### config.mk
export PLATFORM = sky130hd
export DESIGN_NAME = usbq_top
export DESIGN_NICKNAME = d
export VERILOG_FILES = /design/src/pkg/usbq_pkg.sv /design/src/logic/usbq_mem.sv /design/src/logic/usbq_chirq.sv /design/src/logic/usbq_top.sv
export SDC_FILE = /design/constraint.sdc
export NUM_CORES = 1
export LEC_CHECK = 0
export BUFFER_PORTS_ARGS = -buffer_cell sky130_fd_sc_hd__buf_2
export CAP_MARGIN = 20
export CELL_PAD_IN_SITES_DETAIL_PLACEMENT = 1
export CELL_PAD_IN_SITES_GLOBAL_PLACEMENT = 2
export CORE_MARGIN = 4
export CORE_UTILIZATION = 33
export DETAILED_ROUTE_END_ITERATION = 6
export PLACE_DENSITY_LB_ADDON = 0.3
export SKIP_LAST_GASP = 1
export SYNTH_ARGS = -nofsm -noshare
export SYNTH_HDL_FRONTEND = slang
export SYNTH_HIERARCHICAL = 1
export SYNTH_SLANG_ARGS = --single-unit
### constraint.sdc
create_clock -name CLK -period 3.05 [get_ports CLK]
set_input_delay 0.4575 -clock CLK [delete_from_list [all_inputs] [get_ports CLK]]
set_output_delay 0.4575 -clock CLK [all_outputs]
set_load 0.01 [all_outputs]
### src/pkg/usbq_pkg.sv
// usbq_pkg: offsets, field layouts, reset values and codes for the host queue status block
package usbq_pkg;
  // ==========================================================================
  // register byte offsets
  localparam logic [11:0] OFS_PQ_STAT   = 12'h410; // host_periodic_queue_fifo_status
  localparam logic [11:0] OFS_CH_IRQ    = 12'h414; // host_all_channel_interrupt
  localparam logic [11:0] OFS_CH_EN     = 12'h418; // host_channel_interrupt_enable
  localparam logic [11:0] OFS_PORT_CS   = 12'h440; // host_port_control_status
  localparam logic [11:0] OFS_IRQ_STAT  = 12'h480; // block event status, write one to clear
  localparam logic [11:0] OFS_IRQ_MASK  = 12'h484; // block event mask
  // ==========================================================================
  // reset values
  localparam logic [31:0] RST_PQ_STAT   = 32'h00080200;
  localparam logic [31:0] RST_CH_IRQ    = 32'h00000000;
  localparam logic [31:0] RST_CH_EN     = 32'h00000000;
  localparam logic [31:0] RST_PORT_CS   = 32'h00000000;
  // ==========================================================================
  // queue status fields
  localparam int TOP_CH_LSB    = 27;   // channel number, bits 30:27
  localparam int TOP_TYPE_LSB  = 25;   // request type, bits 26:25
  localparam int TOP_TERM_BIT  = 24;   // terminate marker
  localparam int FREE_ENT_LSB  = 16;   // free queue entries, bits 23:16
  localparam int FREE_WORD_LSB = 0;    // free fifo words, bits 15:0
  localparam logic [1:0] REQ_TOKEN = 2'h0; // in or out token
  localparam logic [1:0] REQ_ZLP   = 2'h1; // zero-length out packet
  localparam logic [1:0] REQ_HALT  = 2'h3; // channel halt request
  localparam int QUEUE_DEPTH   = 8;
  localparam logic [15:0] FIFO_DEPTH_RST = 16'h0200;
  // ==========================================================================
  // port control and status fields
  localparam int PCS_CONN      = 0;
  localparam int PCS_CONN_DET  = 1;
  localparam int PCS_EN        = 2;
  localparam int PCS_EN_CHG    = 3;
  localparam int PCS_RESUME    = 6;
  localparam int PCS_SUSPEND   = 7;
  localparam int PCS_RESET     = 8;
  localparam int PCS_LINE_LSB  = 10;
  localparam int PCS_POWER     = 12;
  localparam int PCS_SPEED_LSB = 17;
  // ==========================================================================
  // block event status bits
  localparam int EV_CH         = 0;  // global channel flag rose
  localparam int EV_PORT       = 1;  // global port flag rose
  localparam int EV_QOVF       = 2;  // push refused, queue full
  localparam int EV_NUM        = 3;
  // ==========================================================================
  // bus data-phase tracking
  typedef enum logic [1:0] {
    BUS_IDLE  = 2'b00,
    BUS_READ  = 2'b01,
    BUS_WRITE = 2'b11
  } usbq_bus_e;
endpackage : usbq_pkg

### src/logic/usbq_mem.sv
// usbq_mem: small request queue storage with a registered read port
`timescale 1ns/1ps
`default_nettype none
module usbq_mem #(
  parameter int WIDTH = 7,
  parameter int DEPTH = 8,
  parameter int AW    = 3
) (
  input  wire logic             clk,
  input  wire logic             ce,
  input  wire logic             we,
  input  wire logic [AW-1:0]    waddr,
  input  wire logic [WIDTH-1:0] wdata,
  input  wire logic [AW-1:0]    raddr,
  output logic      [WIDTH-1:0] rdata
);
  logic [WIDTH-1:0] mem [DEPTH];
  // storage holds data only, so it needs no reset; the top reader gates it by empty
  always_ff @(posedge clk) begin
    if (ce) begin
      if (we) begin
        mem[waddr] <= wdata;
      end
      // a write to the slot being read passes straight through, so a push into
      // an empty queue is visible at once instead of one cycle late
      rdata <= (we && waddr == raddr) ? wdata : mem[raddr];
    end
  end
endmodule : usbq_mem
`default_nettype wire

### src/logic/usbq_chirq.sv
// usbq_chirq: per-channel interrupt summary and global channel flag
`timescale 1ns/1ps
`default_nettype none
module usbq_chirq #(
  parameter int NCH = 8
) (
  input  wire logic [NCH-1:0] pend,
  input  wire logic [NCH-1:0] en,
  output logic      [NCH-1:0] flags,
  output logic                global_flag
);
  logic [NCH-1:0] gated;
  // one summary bit per channel follows that channel's pending state
  for (genvar i = 0; i < NCH; i++) begin : g_ch
    assign flags[i] = pend[i];
    assign gated[i] = pend[i] & en[i];
  end
  // a disabled channel never reaches the global flag
  assign global_flag = |gated;
endmodule : usbq_chirq
`default_nettype wire

### src/logic/usbq_top.sv
// usbq_top: host periodic queue status, channel irq summary and port status registers
// Functional notes
// - top entry channel number in bits 30:27
// - request type codes 00, 01, 11
// - bit 24 marks last entry for channel
// - free queue entries 23:16, at most eight
// - free fifo words 15:0, at most depth
// - channel interrupt sets its summary bit
// - enable gates channel into global flag
// - port flags raise global port flag
// - enable set after reset ends, cleared otherwise
// - enable change sets enable-change flag
// - suspend stops frame starts, limited clears
`timescale 1ns/1ps
`default_nettype none
module usbq_top
  import usbq_pkg::*;
#(
  parameter int          NCH        = 8,
  parameter logic [15:0] FIFO_DEPTH = FIFO_DEPTH_RST
) (
  input  wire logic           CLK,
  input  wire logic           RST,
  input  wire logic           CE,
  // ahb-lite slave
  input  wire logic           HSEL,
  input  wire logic [11:0]    HADDR,
  input  wire logic [1:0]     HTRANS,
  input  wire logic           HWRITE,
  input  wire logic [2:0]     HSIZE,
  input  wire logic [31:0]    HWDATA,
  input  wire logic           HREADY,
  output logic      [31:0]    HRDATA,
  output logic                HREADYOUT,
  output logic                HRESP,
  // periodic request queue from the scheduler
  input  wire logic           PQ_PUSH,
  input  wire logic [3:0]     PQ_PUSH_CH,
  input  wire logic [1:0]     PQ_PUSH_TYPE,
  input  wire logic           PQ_PUSH_TERM,
  input  wire logic           PQ_POP,
  output logic                PQ_FULL,
  // periodic fifo word accounting
  input  wire logic           FIFO_WORD_IN,
  input  wire logic           FIFO_WORD_OUT,
  // channels and port line
  input  wire logic [NCH-1:0] CH_IRQ_PEND,
  input  wire logic           CONNECTED,
  input  wire logic           REMOTE_WAKE,
  input  wire logic [1:0]     LINE_STATE,
  input  wire logic [1:0]     ATTACHED_SPEED,
  output logic                PORT_RESET_DRIVE,
  output logic                PORT_RESUME_DRIVE,
  output logic                PORT_POWER,
  output logic                SOF_ENABLE,
  output logic                GLOBAL_CHANNEL_IRQ,
  output logic                GLOBAL_PORT_IRQ,
  output logic                IRQ
);
  localparam int QAW = $clog2(QUEUE_DEPTH);
  localparam int QCW = QAW + 1;

  // ==========================================================================
  // bus slave state
  usbq_bus_e        bus_reg,   bus_next;
  logic [11:0]      addr_reg,  addr_next;
  logic [31:0]      rdata_reg, rdata_next;
  // queue state
  logic [QAW-1:0]   wptr_reg,  wptr_next;
  logic [QAW-1:0]   rptr_reg,  rptr_next;
  logic [QCW-1:0]   qcnt_reg,  qcnt_next;
  logic [15:0]      fwords_reg, fwords_next;
  // port state
  logic             conn_prev_reg, pwr_reg, rsig_reg, rsum_reg, susp_reg;
  logic             ena_reg, echg_reg, cdet_reg;
  logic             pwr_next, rsig_next, rsum_next, susp_next, ena_next, echg_next, cdet_next;
  // enables and events
  logic [NCH-1:0]   chen_reg,  chen_next;
  logic [EV_NUM-1:0] istat_reg, istat_next;
  logic [EV_NUM-1:0] imask_reg, imask_next;
  logic             gch_prev_reg, gpt_prev_reg;

  logic [6:0]       top_raw;
  logic [NCH-1:0]   ch_flags;
  logic             gch, gpt;
  logic             addr_take, wr_now;
  logic             push_ok, pop_ok, push_refused;
  logic [31:0]      wd;

  // ==========================================================================
  // queue storage and channel summary
  usbq_mem #(.WIDTH(7), .DEPTH(QUEUE_DEPTH), .AW(QAW)) u_mem (
    .clk   (CLK),
    .ce    (CE),
    .we    (push_ok),
    .waddr (wptr_reg),
    .wdata ({PQ_PUSH_CH, PQ_PUSH_TYPE, PQ_PUSH_TERM}),
    .raddr (rptr_next),
    .rdata (top_raw)
  );

  usbq_chirq #(.NCH(NCH)) u_chirq (
    .pend        (CH_IRQ_PEND),
    .en          (chen_reg),
    .flags       (ch_flags),
    .global_flag (gch)
  );

  // ==========================================================================
  // bus decode: zero wait state, stalled only while the clock enable is low
  assign HREADYOUT = CE;
  assign HRESP     = 1'b0;
  assign HRDATA    = rdata_reg;
  assign addr_take = HSEL & HTRANS[1] & HREADY;
  assign wr_now    = (bus_reg == BUS_WRITE);
  // narrow writes still land as whole words, software must not issue them
  assign wd        = HWDATA;

  // ==========================================================================
  // queue and fifo accounting
  assign PQ_FULL      = (qcnt_reg == QCW'(QUEUE_DEPTH));
  assign push_ok      = PQ_PUSH & ~PQ_FULL;
  assign pop_ok       = PQ_POP & (qcnt_reg != '0);
  assign push_refused = PQ_PUSH & PQ_FULL;

  // next queue pointers, entry count and free fifo words
  always_comb begin
    wptr_next   = push_ok ? wptr_reg + 1'b1 : wptr_reg;
    rptr_next   = pop_ok ? rptr_reg + 1'b1 : rptr_reg;
    qcnt_next   = qcnt_reg;
    fwords_next = fwords_reg;
    if (push_ok && !pop_ok) begin
      qcnt_next = qcnt_reg + 1'b1;
    end else if (pop_ok && !push_ok) begin
      qcnt_next = qcnt_reg - 1'b1;
    end
    // saturate so the count never leaves 0..depth
    if (FIFO_WORD_IN && !FIFO_WORD_OUT && fwords_reg != 16'h0000) begin
      fwords_next = fwords_reg - 16'h0001;
    end else if (FIFO_WORD_OUT && !FIFO_WORD_IN && fwords_reg != FIFO_DEPTH) begin
      fwords_next = fwords_reg + 16'h0001;
    end
  end

  // ==========================================================================
  // port control and status next values
  always_comb begin
    logic sw_wr;
    logic disc;
    logic rst_end;
    sw_wr     = wr_now & (addr_reg == OFS_PORT_CS);
    disc      = conn_prev_reg & ~CONNECTED;
    pwr_next  = sw_wr ? wd[PCS_POWER]  : pwr_reg;
    rsig_next = sw_wr ? wd[PCS_RESET]  : rsig_reg;
    rsum_next = sw_wr ? wd[PCS_RESUME] : rsum_reg;
    rst_end   = rsig_reg & ~rsig_next;
    // suspend is set by software only; the listed conditions take it down
    susp_next = susp_reg | (sw_wr & wd[PCS_SUSPEND]);
    if ((rsig_next & ~rsig_reg) | (rsum_next & ~rsum_reg) | REMOTE_WAKE | disc) begin
      susp_next = 1'b0;
    end
    // enable: hardware sets at end of reset, never software; set wins the clear
    ena_next = ena_reg;
    if (disc | (sw_wr & wd[PCS_EN])) begin
      ena_next = 1'b0;
    end
    if (rst_end & CONNECTED) begin
      ena_next = 1'b1;
    end
    echg_next = (echg_reg & ~(sw_wr & wd[PCS_EN_CHG])) | (ena_next ^ ena_reg);
    cdet_next = (cdet_reg & ~(sw_wr & wd[PCS_CONN_DET])) | (CONNECTED & ~conn_prev_reg);
  end

  // ==========================================================================
  // global flags and block interrupt
  assign gpt                = cdet_reg | echg_reg | rsig_reg;
  assign GLOBAL_CHANNEL_IRQ = gch;
  assign GLOBAL_PORT_IRQ    = gpt;
  assign IRQ                = |(istat_reg & imask_reg);
  assign PORT_RESET_DRIVE   = rsig_reg;
  assign PORT_RESUME_DRIVE  = rsum_reg;
  assign PORT_POWER         = pwr_reg;
  // no frame starts while suspended or disabled
  assign SOF_ENABLE         = ena_reg & ~susp_reg;

  // enables, event status and mask next values
  always_comb begin
    logic [EV_NUM-1:0] ev;
    ev           = '0;
    ev[EV_CH]    = gch & ~gch_prev_reg;
    ev[EV_PORT]  = gpt & ~gpt_prev_reg;
    ev[EV_QOVF]  = push_refused;
    chen_next    = chen_reg;
    imask_next   = imask_reg;
    istat_next   = istat_reg;
    if (wr_now && addr_reg == OFS_CH_EN) begin
      chen_next = wd[NCH-1:0];
    end
    if (wr_now && addr_reg == OFS_IRQ_MASK) begin
      imask_next = wd[EV_NUM-1:0];
    end
    if (wr_now && addr_reg == OFS_IRQ_STAT) begin
      istat_next = istat_reg & ~wd[EV_NUM-1:0];
    end
    // an event in the clearing cycle survives
    istat_next = istat_next | ev;
  end

  // ==========================================================================
  // bus phase tracking and read mux; read data taken from next values so a
  // read right behind a write already sees the written value
  always_comb begin
    logic [31:0] pq;
    logic [31:0] pcs;
    pq  = '0;
    pcs = '0;
    if (qcnt_next != '0) begin
      pq[TOP_CH_LSB +: 4]   = top_raw[6:3];
      pq[TOP_TYPE_LSB +: 2] = top_raw[2:1];
      pq[TOP_TERM_BIT]      = top_raw[0];
    end
    pq[FREE_ENT_LSB +: 8]   = 8'(QUEUE_DEPTH) - 8'(qcnt_next);
    pq[FREE_WORD_LSB +: 16] = fwords_next;
    pcs[PCS_CONN]           = CONNECTED;
    pcs[PCS_CONN_DET]       = cdet_next;
    pcs[PCS_EN]             = ena_next;
    pcs[PCS_EN_CHG]         = echg_next;
    pcs[PCS_RESUME]         = rsum_next;
    pcs[PCS_SUSPEND]        = susp_next;
    pcs[PCS_RESET]          = rsig_next;
    pcs[PCS_LINE_LSB +: 2]  = LINE_STATE;
    pcs[PCS_POWER]          = pwr_next;
    pcs[PCS_SPEED_LSB +: 2] = ATTACHED_SPEED;
    bus_next   = BUS_IDLE;
    addr_next  = addr_reg;
    rdata_next = rdata_reg;
    if (addr_take) begin
      addr_next  = HADDR;
      bus_next   = HWRITE ? BUS_WRITE : BUS_READ;
      rdata_next = 32'h00000000;
      if (!HWRITE) begin
        if (HADDR == OFS_PQ_STAT) begin
          rdata_next = pq;
        end else if (HADDR == OFS_CH_IRQ) begin
          rdata_next[NCH-1:0] = ch_flags;
        end else if (HADDR == OFS_CH_EN) begin
          rdata_next[NCH-1:0] = chen_next;
        end else if (HADDR == OFS_PORT_CS) begin
          rdata_next = pcs;
        end else if (HADDR == OFS_IRQ_STAT) begin
          rdata_next[EV_NUM-1:0] = istat_next;
        end else if (HADDR == OFS_IRQ_MASK) begin
          rdata_next[EV_NUM-1:0] = imask_next;
        end
      end
    end
  end

  // ==========================================================================
  // all state registers; clock enable low freezes everything
  always_ff @(posedge CLK) begin
    if (RST) begin
      bus_reg       <= BUS_IDLE;
      addr_reg      <= 12'h000;
      rdata_reg     <= 32'h00000000;
      wptr_reg      <= '0;
      rptr_reg      <= '0;
      qcnt_reg      <= '0;
      fwords_reg    <= FIFO_DEPTH;
      conn_prev_reg <= 1'b0;
      pwr_reg       <= 1'b0;
      rsig_reg      <= 1'b0;
      rsum_reg      <= 1'b0;
      susp_reg      <= 1'b0;
      ena_reg       <= 1'b0;
      echg_reg      <= 1'b0;
      cdet_reg      <= 1'b0;
      chen_reg      <= '0;
      istat_reg     <= '0;
      imask_reg     <= '0;
      gch_prev_reg  <= 1'b0;
      gpt_prev_reg  <= 1'b0;
    end else if (CE) begin
      bus_reg       <= bus_next;
      addr_reg      <= addr_next;
      rdata_reg     <= rdata_next;
      wptr_reg      <= wptr_next;
      rptr_reg      <= rptr_next;
      qcnt_reg      <= qcnt_next;
      fwords_reg    <= fwords_next;
      conn_prev_reg <= CONNECTED;
      pwr_reg       <= pwr_next;
      rsig_reg      <= rsig_next;
      rsum_reg      <= rsum_next;
      susp_reg      <= susp_next;
      ena_reg       <= ena_next;
      echg_reg      <= echg_next;
      cdet_reg      <= cdet_next;
      chen_reg      <= chen_next;
      istat_reg     <= istat_next;
      imask_reg     <= imask_next;
      gch_prev_reg  <= gch;
      gpt_prev_reg  <= gpt;
    end
  end
endmodule : usbq_top
`default_nettype wire

==> results of run 1 <==
-- per-layer routing --
| metal | track usage [%] | wire length [um] |
|---|---|---|
| met1 | 25.2 | 11800 |
| met2 | 29.4 | 11600 |
| met3 | 3.08 | 766 |
| met5 | 0 | 0 |
| met4 | 4.12 | 242 |
-- through the flow --
| step | std cells | hold slack [ns] | util (%) | worst slack (ns) | total power [mW] |
|---|---|---|---|---|---|
| 2_1_floorplan | 804 | 0.432 | - | 0.226 | 2.75 |
| 3_3_place_gp | 1202 | 0.439 | 37.1 | 0.308 | 2.93 |
| 3_5_place_dp | 1202 | 0.450 | 37.1 | 0.249 | 2.94 |
| 4_1_cts | 1234 | 0.263 | 39.5 | 0.228 | 5.10 |
| 5_1_grt | 1234 | 0.281 | 39.5 | 0.0679 | 5.25 |
| 6_report | 1234 | 0.272 | 39.5 | 0.240 | 5.04 |
-- worst max-delay path, delay by kind of cell (launching register included) --
kind,cells,cell delay (ns)
buf+inv,2,0.31
xor+xnor,1,0.25
mux,3,1.11
compound gates,1,0.23
flops,1,0.34
fa+ha+maj,1,0.19
simple gates,1,0.13
-- where the power goes --
group / total [mW] / switching (mW) / internal [mW] / leakage (nW)
Combinational: 0.635 / 0.358 / 0.277 / 2.00
Sequential: 2.26 / 0.0494 / 2.21 / 1.32
Clock: 2.14 / 1.04 / 1.10 / 0.291
Total: 5.04 / 1.45 / 3.59 / 3.61
-- cells by family after synthesis --
| logic type | count (synthesis) |
|---|---|
| compound gates | 168 |
| xor+xnor | 31 |
| fa+ha+maj | 7 |
| buf+inv | 75 |
| flops | 155 |
| mux | 59 |
| other cells | 1 |
| simple gates | 307 |
-- path summary, 6_finish.rpt --
path / endpoint / cells after the start
max: u_mem/rdata[5]$_DFFE_PP_ / 9
min: chen_reg[4]$_SDFFE_PP0P_ / 3
max reg2reg: u_mem/rdata[5]$_DFFE_PP_ / 9
min reg2reg: HRDATA[12]$_SDFFE_PP0P_ / 2
-- cell usage in the layout, fill, tap and decap left out, drive strengths merged, types with 14 or more instances in the layout --
cell	instances
buf	133
dfxtp	92
nor2	83
nand2	70
edfxtp	63
a21oi	44
o21ai	31
inv	28
nor3	24
mux2i	23
mux2	22
nand3	21
xor2	19
clkbuf	17
nor2b	16
mux4	14
-- final cells by class --
cell class / instances / area [um2]
clock inverter: 15 / 158
timing repair buffer: 133 / 766
multi-input combinational: 574 / 4060
tap: 324 / 405
clock buffer: 17 / 425
sequential: 155 / 3730
inverter: 16 / 60.1
fill: 2742 / 14700
==> out/metrics.cfg, run 1 <==
[final_layout]
layout-drive-gt1-share_pct = 24.1
fin_nets = 984
largest_reg_flops = 56
diodes = 0
syn_to_final_growth_pct = 17.6
fin_area_um2 = 9600

[yosys]
synth.most_common_cell = dfxtp_1
ys_warn_count = 6
synth_largest_area_cell = edfxtp_1
synth-adder-area-share_pct = 1.07
synth_compound_area_share_pct = 14.3
yosys.area_share.simple_pct = 20.5
synth_top_family_by_area = simple AND/OR/NAND/NOR gates
ys_seq_area_share_pct = 45.7
synth_area_um2 = 8160
synth_area_leaders = edfxtp_1, dfxtp_1, mux4_1
synth-seq-cells = 155
synthFlopType = dfxtp_1
synth_edf_count = 63
ys_types = 84
synthCells = 803
synth.mux.area_fraction_pct = 10.3
syn_area_per_cell_um2 = 10.2
synth_top_area_share_pct = 23.2
synthTopCellsByCount = dfxtp_1, nor2_1, nand2_1
synth_xor_area_share_pct = 3.33
async_reset_ff_share_pct = 0

[clock_network]
cts_hold_buf = 0
cts_sinks = 155
cts_setup_buffers = 0
h-tree-depth = 4
cts-root-buf = clkbuf_16
clkTransAtPathRegs_ns = 0.07
ctsResizeCount = 0
numCtsBuffers = 17
cts_tree = yes
cts.path.max_buffers = 2
clk_latency_ns = 0.44

[worst_setup_path]
critPathArrivalTime_ns = 3.00
crit_chain = inv_1, ha_1, nand2b_1, o21a_1, xor2_1, buf_4, mux4_1, mux2_2, mux2_2
critical_path_required_ns = 3.24
worstPathMaxFanout = 8
ff2ff_setup_slack_ns = 0.24
crit_type = reg2reg
slowest_stage = mux4_1
crit_path_frequent_cell = mux2_2
reg2reg_from = qcnt_reg[1]$_SDFFE_PP0P_
slowest_delay_ns = 0.58
crit_path_end_kind = flop
cp-start-kind = flop
startpoint = qcnt_reg[1]$_SDFFE_PP0P_

[global_route]
grt_pass1_vias = 6612
grt_start_max_net_pins = 46
grt_pass1_wl_um = 37700
grtUsageTotal_pct = 18.1
antenna_found_initial = 0
overflow = 0

[place]
placed_area_um2 = 9020
dp_hpwl_um = 18100
gp_congestion = 0.809
io_buffers = 93

[timing]
slew_violations = 0
skew_ns = 0.0183
tightest_slew_ns = 0.760
min_period_ns = 2.81
final.setup.tns_ns = 0
grt_setup_unrepaired = no
post-route-period-util_pct = 92.1
setup_viol = 0
slew_headroom_pct = 48.0
max_clock_freq_mhz = 356
hold_viol_final = 0

[floorplan]
die_area_um2 = 27300
die_w_um = 165
start_util_pct = 33.6
rows = 57
coreArea_um2 = 24300
dieHeight_um = 165
io_pins = 122

[flow_run]
maxCapViolations = 0

[run_status]
status = finished clean

[power]
vdd_drop_max_uv = 276
cellPowerDensity_nw_per_um2 = 525
leakage_nw = 3.61

[hold_path]
hold_path_class = in2reg
hold_start = HWDATA[4]

[route]
vias = 6556
drc_errors = 0
wl_per_cell_um = 19.8
drtIter0Drc = 353
ant_nets = 0
first_pass_iters = 7
vias_per_cell = 5.31
totalWireLength_um = 24400

No activity file was read; power rests on OpenSTA's default activity.
==> run 2: changes to the inputs <==
Settings changed: HOLD_SLACK_MARGIN set to 0.06, MAX_ROUTING_LAYER set to met4.
==> out/metrics.cfg, run 2 (synthesis gave the netlist of run 1 again) <==
[clock_network]
cts_setup_buffers = 0  ; unchanged
cts.path.max_buffers = 2  ; unchanged
h-tree-depth = 4  ; unchanged
cts_sinks = 155  ; unchanged
cts_tree = yes  ; unchanged
cts_hold_buf = 0  ; unchanged
clkTransAtPathRegs_ns = 0.07  ; about the same
cts-root-buf = clkbuf_16  ; unchanged
clk_latency_ns = 0.44  ; about the same
numCtsBuffers = 17  ; unchanged
ctsResizeCount = 0  ; unchanged

[floorplan]
start_util_pct = 33.6  ; unchanged
dieHeight_um = 165  ; unchanged
rows = 57  ; unchanged
io_pins = 122  ; unchanged
die_area_um2 = 27300  ; unchanged
coreArea_um2 = 24300  ; unchanged
die_w_um = 165  ; unchanged

[timing]
slew_violations = 0  ; unchanged
max_clock_freq_mhz = 357  ; was 356 MHz
post-route-period-util_pct = 91.8  ; was 92.1%
grt_setup_unrepaired = no  ; unchanged
postLayoutSetupSlackWorst_ns = 0.251  ; was 0.240 ns
setup_viol = 0  ; unchanged
hold-worst-slack_ns = 0.271  ; was 0.272 ns
hold_viol_final = 0  ; unchanged
final.setup.tns_ns = 0  ; unchanged
skew_ns = 0.0191  ; was 0.0183 ns
tightest_slew_ns = 0.768  ; was 0.760 ns
min_period_ns = 2.80  ; was 2.81 ns
slew_headroom_pct = 47.5  ; was 48.0%

[worst_setup_path]
worstPathMaxFanout = 8  ; unchanged
path_depth = 9  ; unchanged
cp-endpoint = u_mem/rdata[5]$_DFFE_PP_  ; unchanged
critPathArrivalTime_ns = 2.99  ; was 3.00 ns
crit_type = reg2reg  ; unchanged
timing.rr.end = u_mem/rdata[5]$_DFFE_PP_  ; unchanged
crit_path_end_kind = flop  ; unchanged
slowest_stage = mux4_1  ; unchanged
reg2reg_from = qcnt_reg[1]$_SDFFE_PP0P_  ; unchanged
cp_top_family = multiplexers  ; unchanged
crit_chain = inv_1, ha_1, nand2b_1, o21a_1, xor2_1, buf_4, mux4_1, mux2_2, mux2_2  ; unchanged
path_buf_inv = 2  ; unchanged
critical_path_required_ns = 3.24  ; about the same
crit_path_frequent_cell = mux2_2  ; unchanged
cp-start-kind = flop  ; unchanged
startpoint = qcnt_reg[1]$_SDFFE_PP0P_  ; unchanged
ff2ff_setup_slack_ns = 0.25  ; was 0.24 ns
slowest_delay_ns = 0.58  ; about the same
worst-r2r-cell-count = 9  ; unchanged

[final_layout]
fin_nets = 984  ; unchanged
layout-drive-gt1-share_pct = 24.1  ; unchanged
largest_reg_flops = 56  ; unchanged
syn_to_final_growth_pct = 17.6  ; unchanged
n_fill_cell = 2742  ; unchanged
diodes = 0  ; unchanged
final_cell_mix = buf_2, dfxtp_1, nor2_1  ; unchanged
final_common_cell = buf_2  ; unchanged
stdcell_count = 1234  ; unchanged

[power]
p_int_mw = 3.59  ; about the same
pwr-share-clk_pct = 42.6  ; about the same
seqPwrFrac_pct = 44.8  ; about the same
vdd_drop_max_uv = 274  ; was 276 uV
cellPowerDensity_nw_per_um2 = 525  ; about the same
leakage_nw = 3.61  ; unchanged
p_switching_mw = 1.45  ; about the same
combPwrFrac_pct = 12.6  ; about the same
switching_share_pct = 28.7  ; about the same

[route]
drc_errors = 0  ; unchanged
wl_per_cell_um = 19.8  ; unchanged
first_pass_iters = 5  ; was 7
vias_per_cell = 5.35  ; was 5.31
vias = 6596  ; was 6556
ant_nets = 0  ; unchanged
totalWireLength_um = 24400  ; unchanged
drtIter0Drc = 324  ; was 353

[global_route]
grt_pass1_vias = 6616  ; was 6612
grt_start_max_net_pins = 46  ; unchanged
overflow = 0  ; unchanged
grt_pass1_wl_um = 37700  ; about the same
antenna_found_initial = 0  ; unchanged
grtUsageTotal_pct = 18.6  ; was 18.1%

[place]
dp_hpwl_um = 18100  ; unchanged
place_ws_ns = 0.249  ; unchanged
dpl.cell_count = 1202  ; unchanged
io_buffers = 93  ; unchanged
gp_congestion = 0.821  ; was 0.809

[hold_path]
worstHoldPathCells = 3  ; unchanged
hold_path_class = in2reg  ; unchanged

[run_status]
status = finished clean  ; unchanged

[flow_run]
maxCapViolations = 0  ; unchanged

## run 2: cell counts in the layout (fill, tap and decap cells not counted)
No cell type changed its count.
## run 2: through the flow
step | instance area, um2 | total power, mW | util [%]
floorplan | 8170 | 2.75 | -
global placement | 9020 | 2.93 | 37.1
detailed placement | 9020 | 2.94 | 37.1
CTS | 9600 | 5.10 | 39.5
global route | 9600 | 5.24 | 39.5
finish | 9600 | 5.04 | 39.5
## run 2: worst min-delay path, cell delays in order
cell and delay [ns]:
buf_2 0.09, mux2i_1 0.05, nor2_1 0.07
## run 2: layout make-up
type,instances,area [um2],share of cell area (%)
Timing Repair Buffer,133,766,7.97
Clock inverter,15,158,1.64
Sequential cell,155,3730,38.9
Inverter,16,60.1,0.625
Tap cell,324,405,4.22
Clock buffer,17,425,4.43
Multi-Input combinational cell,574,4060,42.2
## run 2: power groups by stage
| stage | clock network (mW) | logic, mW | registers [mW] |
|---|---|---|---|
| 2_1_floorplan | 0 | 0.465 | 2.28 |
| 3_3_place_gp | 0 | 0.629 | 2.31 |
| 3_5_place_dp | 0 | 0.638 | 2.31 |
| 4_1_cts | 2.20 | 0.640 | 2.26 |
| 5_1_grt | 2.28 | 0.699 | 2.27 |
| 6_report | 2.15 | 0.634 | 2.26 |
## run 2: per-layer routing
layer	wire length [um]	track usage [%]	vias to the layer above
li1	-	-	3177
met2	11600	29.6	109
met5	0	-	-
met3	859	2.80	16
met1	11700	25.1	3294
met4	240	4.35	0
## run 2: worst min path at each step
| stage | startpoint | to | slack (ns) |
|---|---|---|---|
| finish | HWDATA[4] | chen_reg[4]$_SDFFE_PP0P_ | 0.27 |
| global route | HWDATA[5] | chen_reg[5]$_SDFFE_PP0P_ | 0.28 |
| CTS | HWDATA[5] | chen_reg[5]$_SDFFE_PP0P_ | 0.26 |
| detailed placement | HRDATA[15]$_SDFFE_PP0P_ | HRDATA[15]$_SDFFE_PP0P_ | 0.45 |
| global placement | u_mem/rdata[5]$_DFFE_PP_ | HRDATA[29]$_SDFFE_PP0P_ | 0.44 |
| floorplan | addr_reg[10]$_SDFFE_PP0P_ | addr_reg[10]$_SDFFE_PP0P_ | 0.43 |
==> run 3: changes to the inputs <==
Settings changed: ABC_AREA set to 1, CORE_UTILIZATION 33 to 30.
==> out/metrics.cfg, run 3 <==
[yosys]
synth-seq-cells = 155  ; unchanged
synth_largest_area_cell = edfxtp_1  ; unchanged
synthTopCellsByCount = nand2_1, inv_1, nand3_1  ; was dfxtp_1, nor2_1, nand2_1
syn_area_per_cell_um2 = 7.50  ; was 10.2 um2
ys_types = 50  ; was 84
synthCells = 1200  ; was 803
async_reset_ff_share_pct = 0  ; unchanged
synth_edf_count = 63  ; unchanged
synth_area_um2 = 8990  ; was 8160 um2
synth.most_common_cell = nand2_1  ; was dfxtp_1
ys_seq_area_share_pct = 41.5  ; was 45.7%
synth_top_area_share_pct = 21.0  ; was 23.2%
synth_area_leaders = edfxtp_1, dfxtp_1, nand2_1  ; was edfxtp_1, dfxtp_1, mux4_1
ys_warn_count = 6  ; unchanged
synthFlopType = dfxtp_1  ; unchanged

[clock_network]
cts_sinks = 155  ; unchanged
h-tree-depth = 4  ; unchanged
cts-root-buf = clkbuf_16  ; unchanged
cts.path.max_buffers = 2  ; unchanged
cts_hold_buf = 0  ; unchanged
numCtsBuffers = 17  ; unchanged
ctsResizeCount = 0  ; unchanged
clk_latency_ns = 0.43  ; was 0.44 ns
cts_tree = yes  ; unchanged
cts_setup_buffers = 0  ; unchanged
clkTransAtPathRegs_ns = 0.07  ; about the same

[floorplan]
rows = 63  ; was 57
start_util_pct = 30.3  ; was 33.6%
coreArea_um2 = 29600  ; was 24300 um2
io_pins = 122  ; unchanged
die_area_um2 = 32800  ; was 27300 um2
die_w_um = 181  ; was 165 um
dieHeight_um = 181  ; was 165 um

[power]
p_switching_mw = 1.66  ; was 1.45 mW
p_total_mw = 5.34  ; was 5.04 mW
seqPwrFrac_pct = 43.6  ; was 44.8%
switching_share_pct = 31.0  ; was 28.7%
cellPowerDensity_nw_per_um2 = 523  ; was 525 nW/um2
pwr-share-clk_pct = 39.2  ; was 42.6%
vdd_drop_max_uv = 348  ; was 274 uV
combPwrFrac_pct = 17.2  ; was 12.6%
leakage_nw = 4.60  ; was 3.61 nW
p_int_mw = 3.68  ; was 3.59 mW

[timing]
setup_viol = 0  ; unchanged
postLayoutSetupSlackWorst_ns = 0.613  ; was 0.251 ns
grt_setup_unrepaired = no  ; unchanged
final.setup.tns_ns = 0  ; unchanged
slew_violations = 0  ; unchanged
max_clock_freq_mhz = 410  ; was 357 MHz
min_period_ns = 2.44  ; was 2.80 ns
slew_headroom_pct = 53.2  ; was 47.5%
hold_viol_final = 0  ; unchanged
tightest_slew_ns = 0.698  ; was 0.768 ns
skew_ns = 0.0123  ; was 0.0191 ns
post-route-period-util_pct = 79.9  ; was 91.8%
hold-worst-slack_ns = 0.282  ; was 0.271 ns

[worst_setup_path]
worstPathMaxFanout = 10  ; was 8
cp-start-kind = flop  ; unchanged
cp_top_family = simple AND/OR/NAND/NOR gates  ; was multiplexers
crit_type = reg2reg  ; unchanged
critPathArrivalTime_ns = 2.61  ; was 2.99 ns
slowest_delay_ns = 0.34  ; was 0.58 ns
crit_path_end_kind = flop  ; unchanged
critical_path_required_ns = 3.22  ; was 3.24 ns
crit_chain = inv_1, ha_1, nand3_2, nand2_4, clkinv_2, nand2_1, xor2_1, buf_4, inv_6, nand2_2, nand2_1, nor2_2, nand2_4, nand3_1, nand2_1  ; was inv_1, ha_1, nand2b_1, o21a_1, xor2_1, buf_4, mux4_1, mux2_2, mux2_2
path_buf_inv = 4  ; was 2
crit_path_frequent_cell = nand2_1  ; was mux2_2
slowest_stage = dfxtp_1  ; was mux4_1

[global_route]
antenna_found_initial = 0  ; unchanged
overflow = 0  ; unchanged
grt_pass1_wl_um = 44100  ; was 37700 um
grtUsageTotal_pct = 17.3  ; was 18.6%
grt_start_max_net_pins = 48  ; was 46
grt_pass1_vias = 8058  ; was 6616

[flow_run]
maxCapViolations = 0  ; unchanged

[route]
ant_nets = 0  ; unchanged
vias = 7888  ; was 6596
first_pass_iters = 4  ; was 5
vias_per_cell = 4.71  ; was 5.35
drc_errors = 0  ; unchanged
wl_per_cell_um = 16.4  ; was 19.8 um
drtIter0Drc = 407  ; was 324
totalWireLength_um = 27400  ; was 24400 um

[final_layout]
fin_area_um2 = 10200  ; was 9600 um2
final_cell_mix = nand2_1, inv_1, nand3_1  ; was buf_2, dfxtp_1, nor2_1
layout-drive-gt1-share_pct = 18.7  ; was 24.1%
n_fill_cell = 3704  ; was 2742
largest_reg_flops = 56  ; unchanged
diodes = 0  ; unchanged
fin_nets = 1357  ; was 984
utilization_pct = 34.5  ; was 39.5%
syn_to_final_growth_pct = 13.6  ; was 17.6%
final_common_cell = nand2_1  ; was buf_2
stdcell_count = 1673  ; was 1234

[place]
placed_area_um2 = 9660  ; was 9020 um2
place_ws_ns = 0.581  ; was 0.249 ns
dp_hpwl_um = 20000  ; was 18100 um
gp_congestion = 0.798  ; was 0.821
dpl.cell_count = 1641  ; was 1202
io_buffers = 93  ; unchanged

[run_status]
status = finished clean  ; unchanged

[hold_path]
hold_path_class = in2reg  ; unchanged

run 3: cell types whose count changed after synthesis, sizes merged, moves of 13 or more:
| cell | previous run | this run |
|---|---|---|
| a21oi | 44 | 82 |
| nand3 | 21 | 125 |
| inv | 16 | 154 |
| mux4 | 14 | 0 |
| nor2b | 16 | 0 |
| mux2 | 22 | 0 |
| mux2i | 23 | 1 |
| nor3 | 24 | 11 |
| nand2 | 70 | 356 |
| o21ai | 31 | 77 |
| nor2 | 83 | 97 |
| buf | 24 | 45 |
| clkbuf | 35 | 22 |
run 3: area by class of cell:
cell class                 instances  area [um2]  area share, %
clock inverter                    14         133           1.30
inverter                         157         609           5.96
clock buffer                      18         429           4.20
multi-input combinational        822        4180           40.9
timing repair buffer             117         646           6.32
tap                              390         488           4.77
sequential                       155        3730           36.5
run 3: path summary, 6_finish.rpt:
check / cells past startpoint / slack, ns / to / start
max: 15 / 0.61 / u_mem/rdata[0]$_DFFE_PP_ / qcnt_reg[0]$_SDFFE_PP0P_
max reg2reg: 15 / 0.61 / u_mem/rdata[0]$_DFFE_PP_ / qcnt_reg[0]$_SDFFE_PP0P_
min: 3 / 0.28 / addr_reg[8]$_SDFFE_PP0P_ / HADDR[8]
min reg2reg: 2 / 0.46 / HRDATA[1]$_SDFFE_PP0P_ / HRDATA[1]$_SDFFE_PP0P_
run 3: kinds of logic after synthesis:
logic type / share of synthesized area, %
simple gates: 31.4
xor+xnor: 2.53
flops: 41.5
fa+ha+maj: 0.974
buf+inv: 12.1
other cells: 0.0417
compound gates: 11.3
mux: 0.111
run 3: power by group through the flow:
stage          logic, mW  clock network, mW  registers [mW]
6_report           0.919               2.09            2.33
5_1_grt             1.05               2.25            2.34
4_1_cts            0.936               2.16            2.33
3_5_place_dp       0.932                  0            2.38
3_3_place_gp       0.917                  0            2.38
2_1_floorplan      0.738                  0            2.33
run 3: layer usage:
metal  track usage (%)  wire length, um
met2              28.5            13100
met5                 -                0
met3              2.50              855
met4              3.87              325
met1              22.7            13100
run 3: worst reg2reg max path, delay by kind of cell (launching register included):
family | cells | cell delay (ns)
xor gates and xnor gates | 1 | 0.15
adders and majority gates | 1 | 0.26
buffers and inverters | 4 | 0.55
DFF | 1 | 0.34
and+or+nand+nor | 9 | 0.90
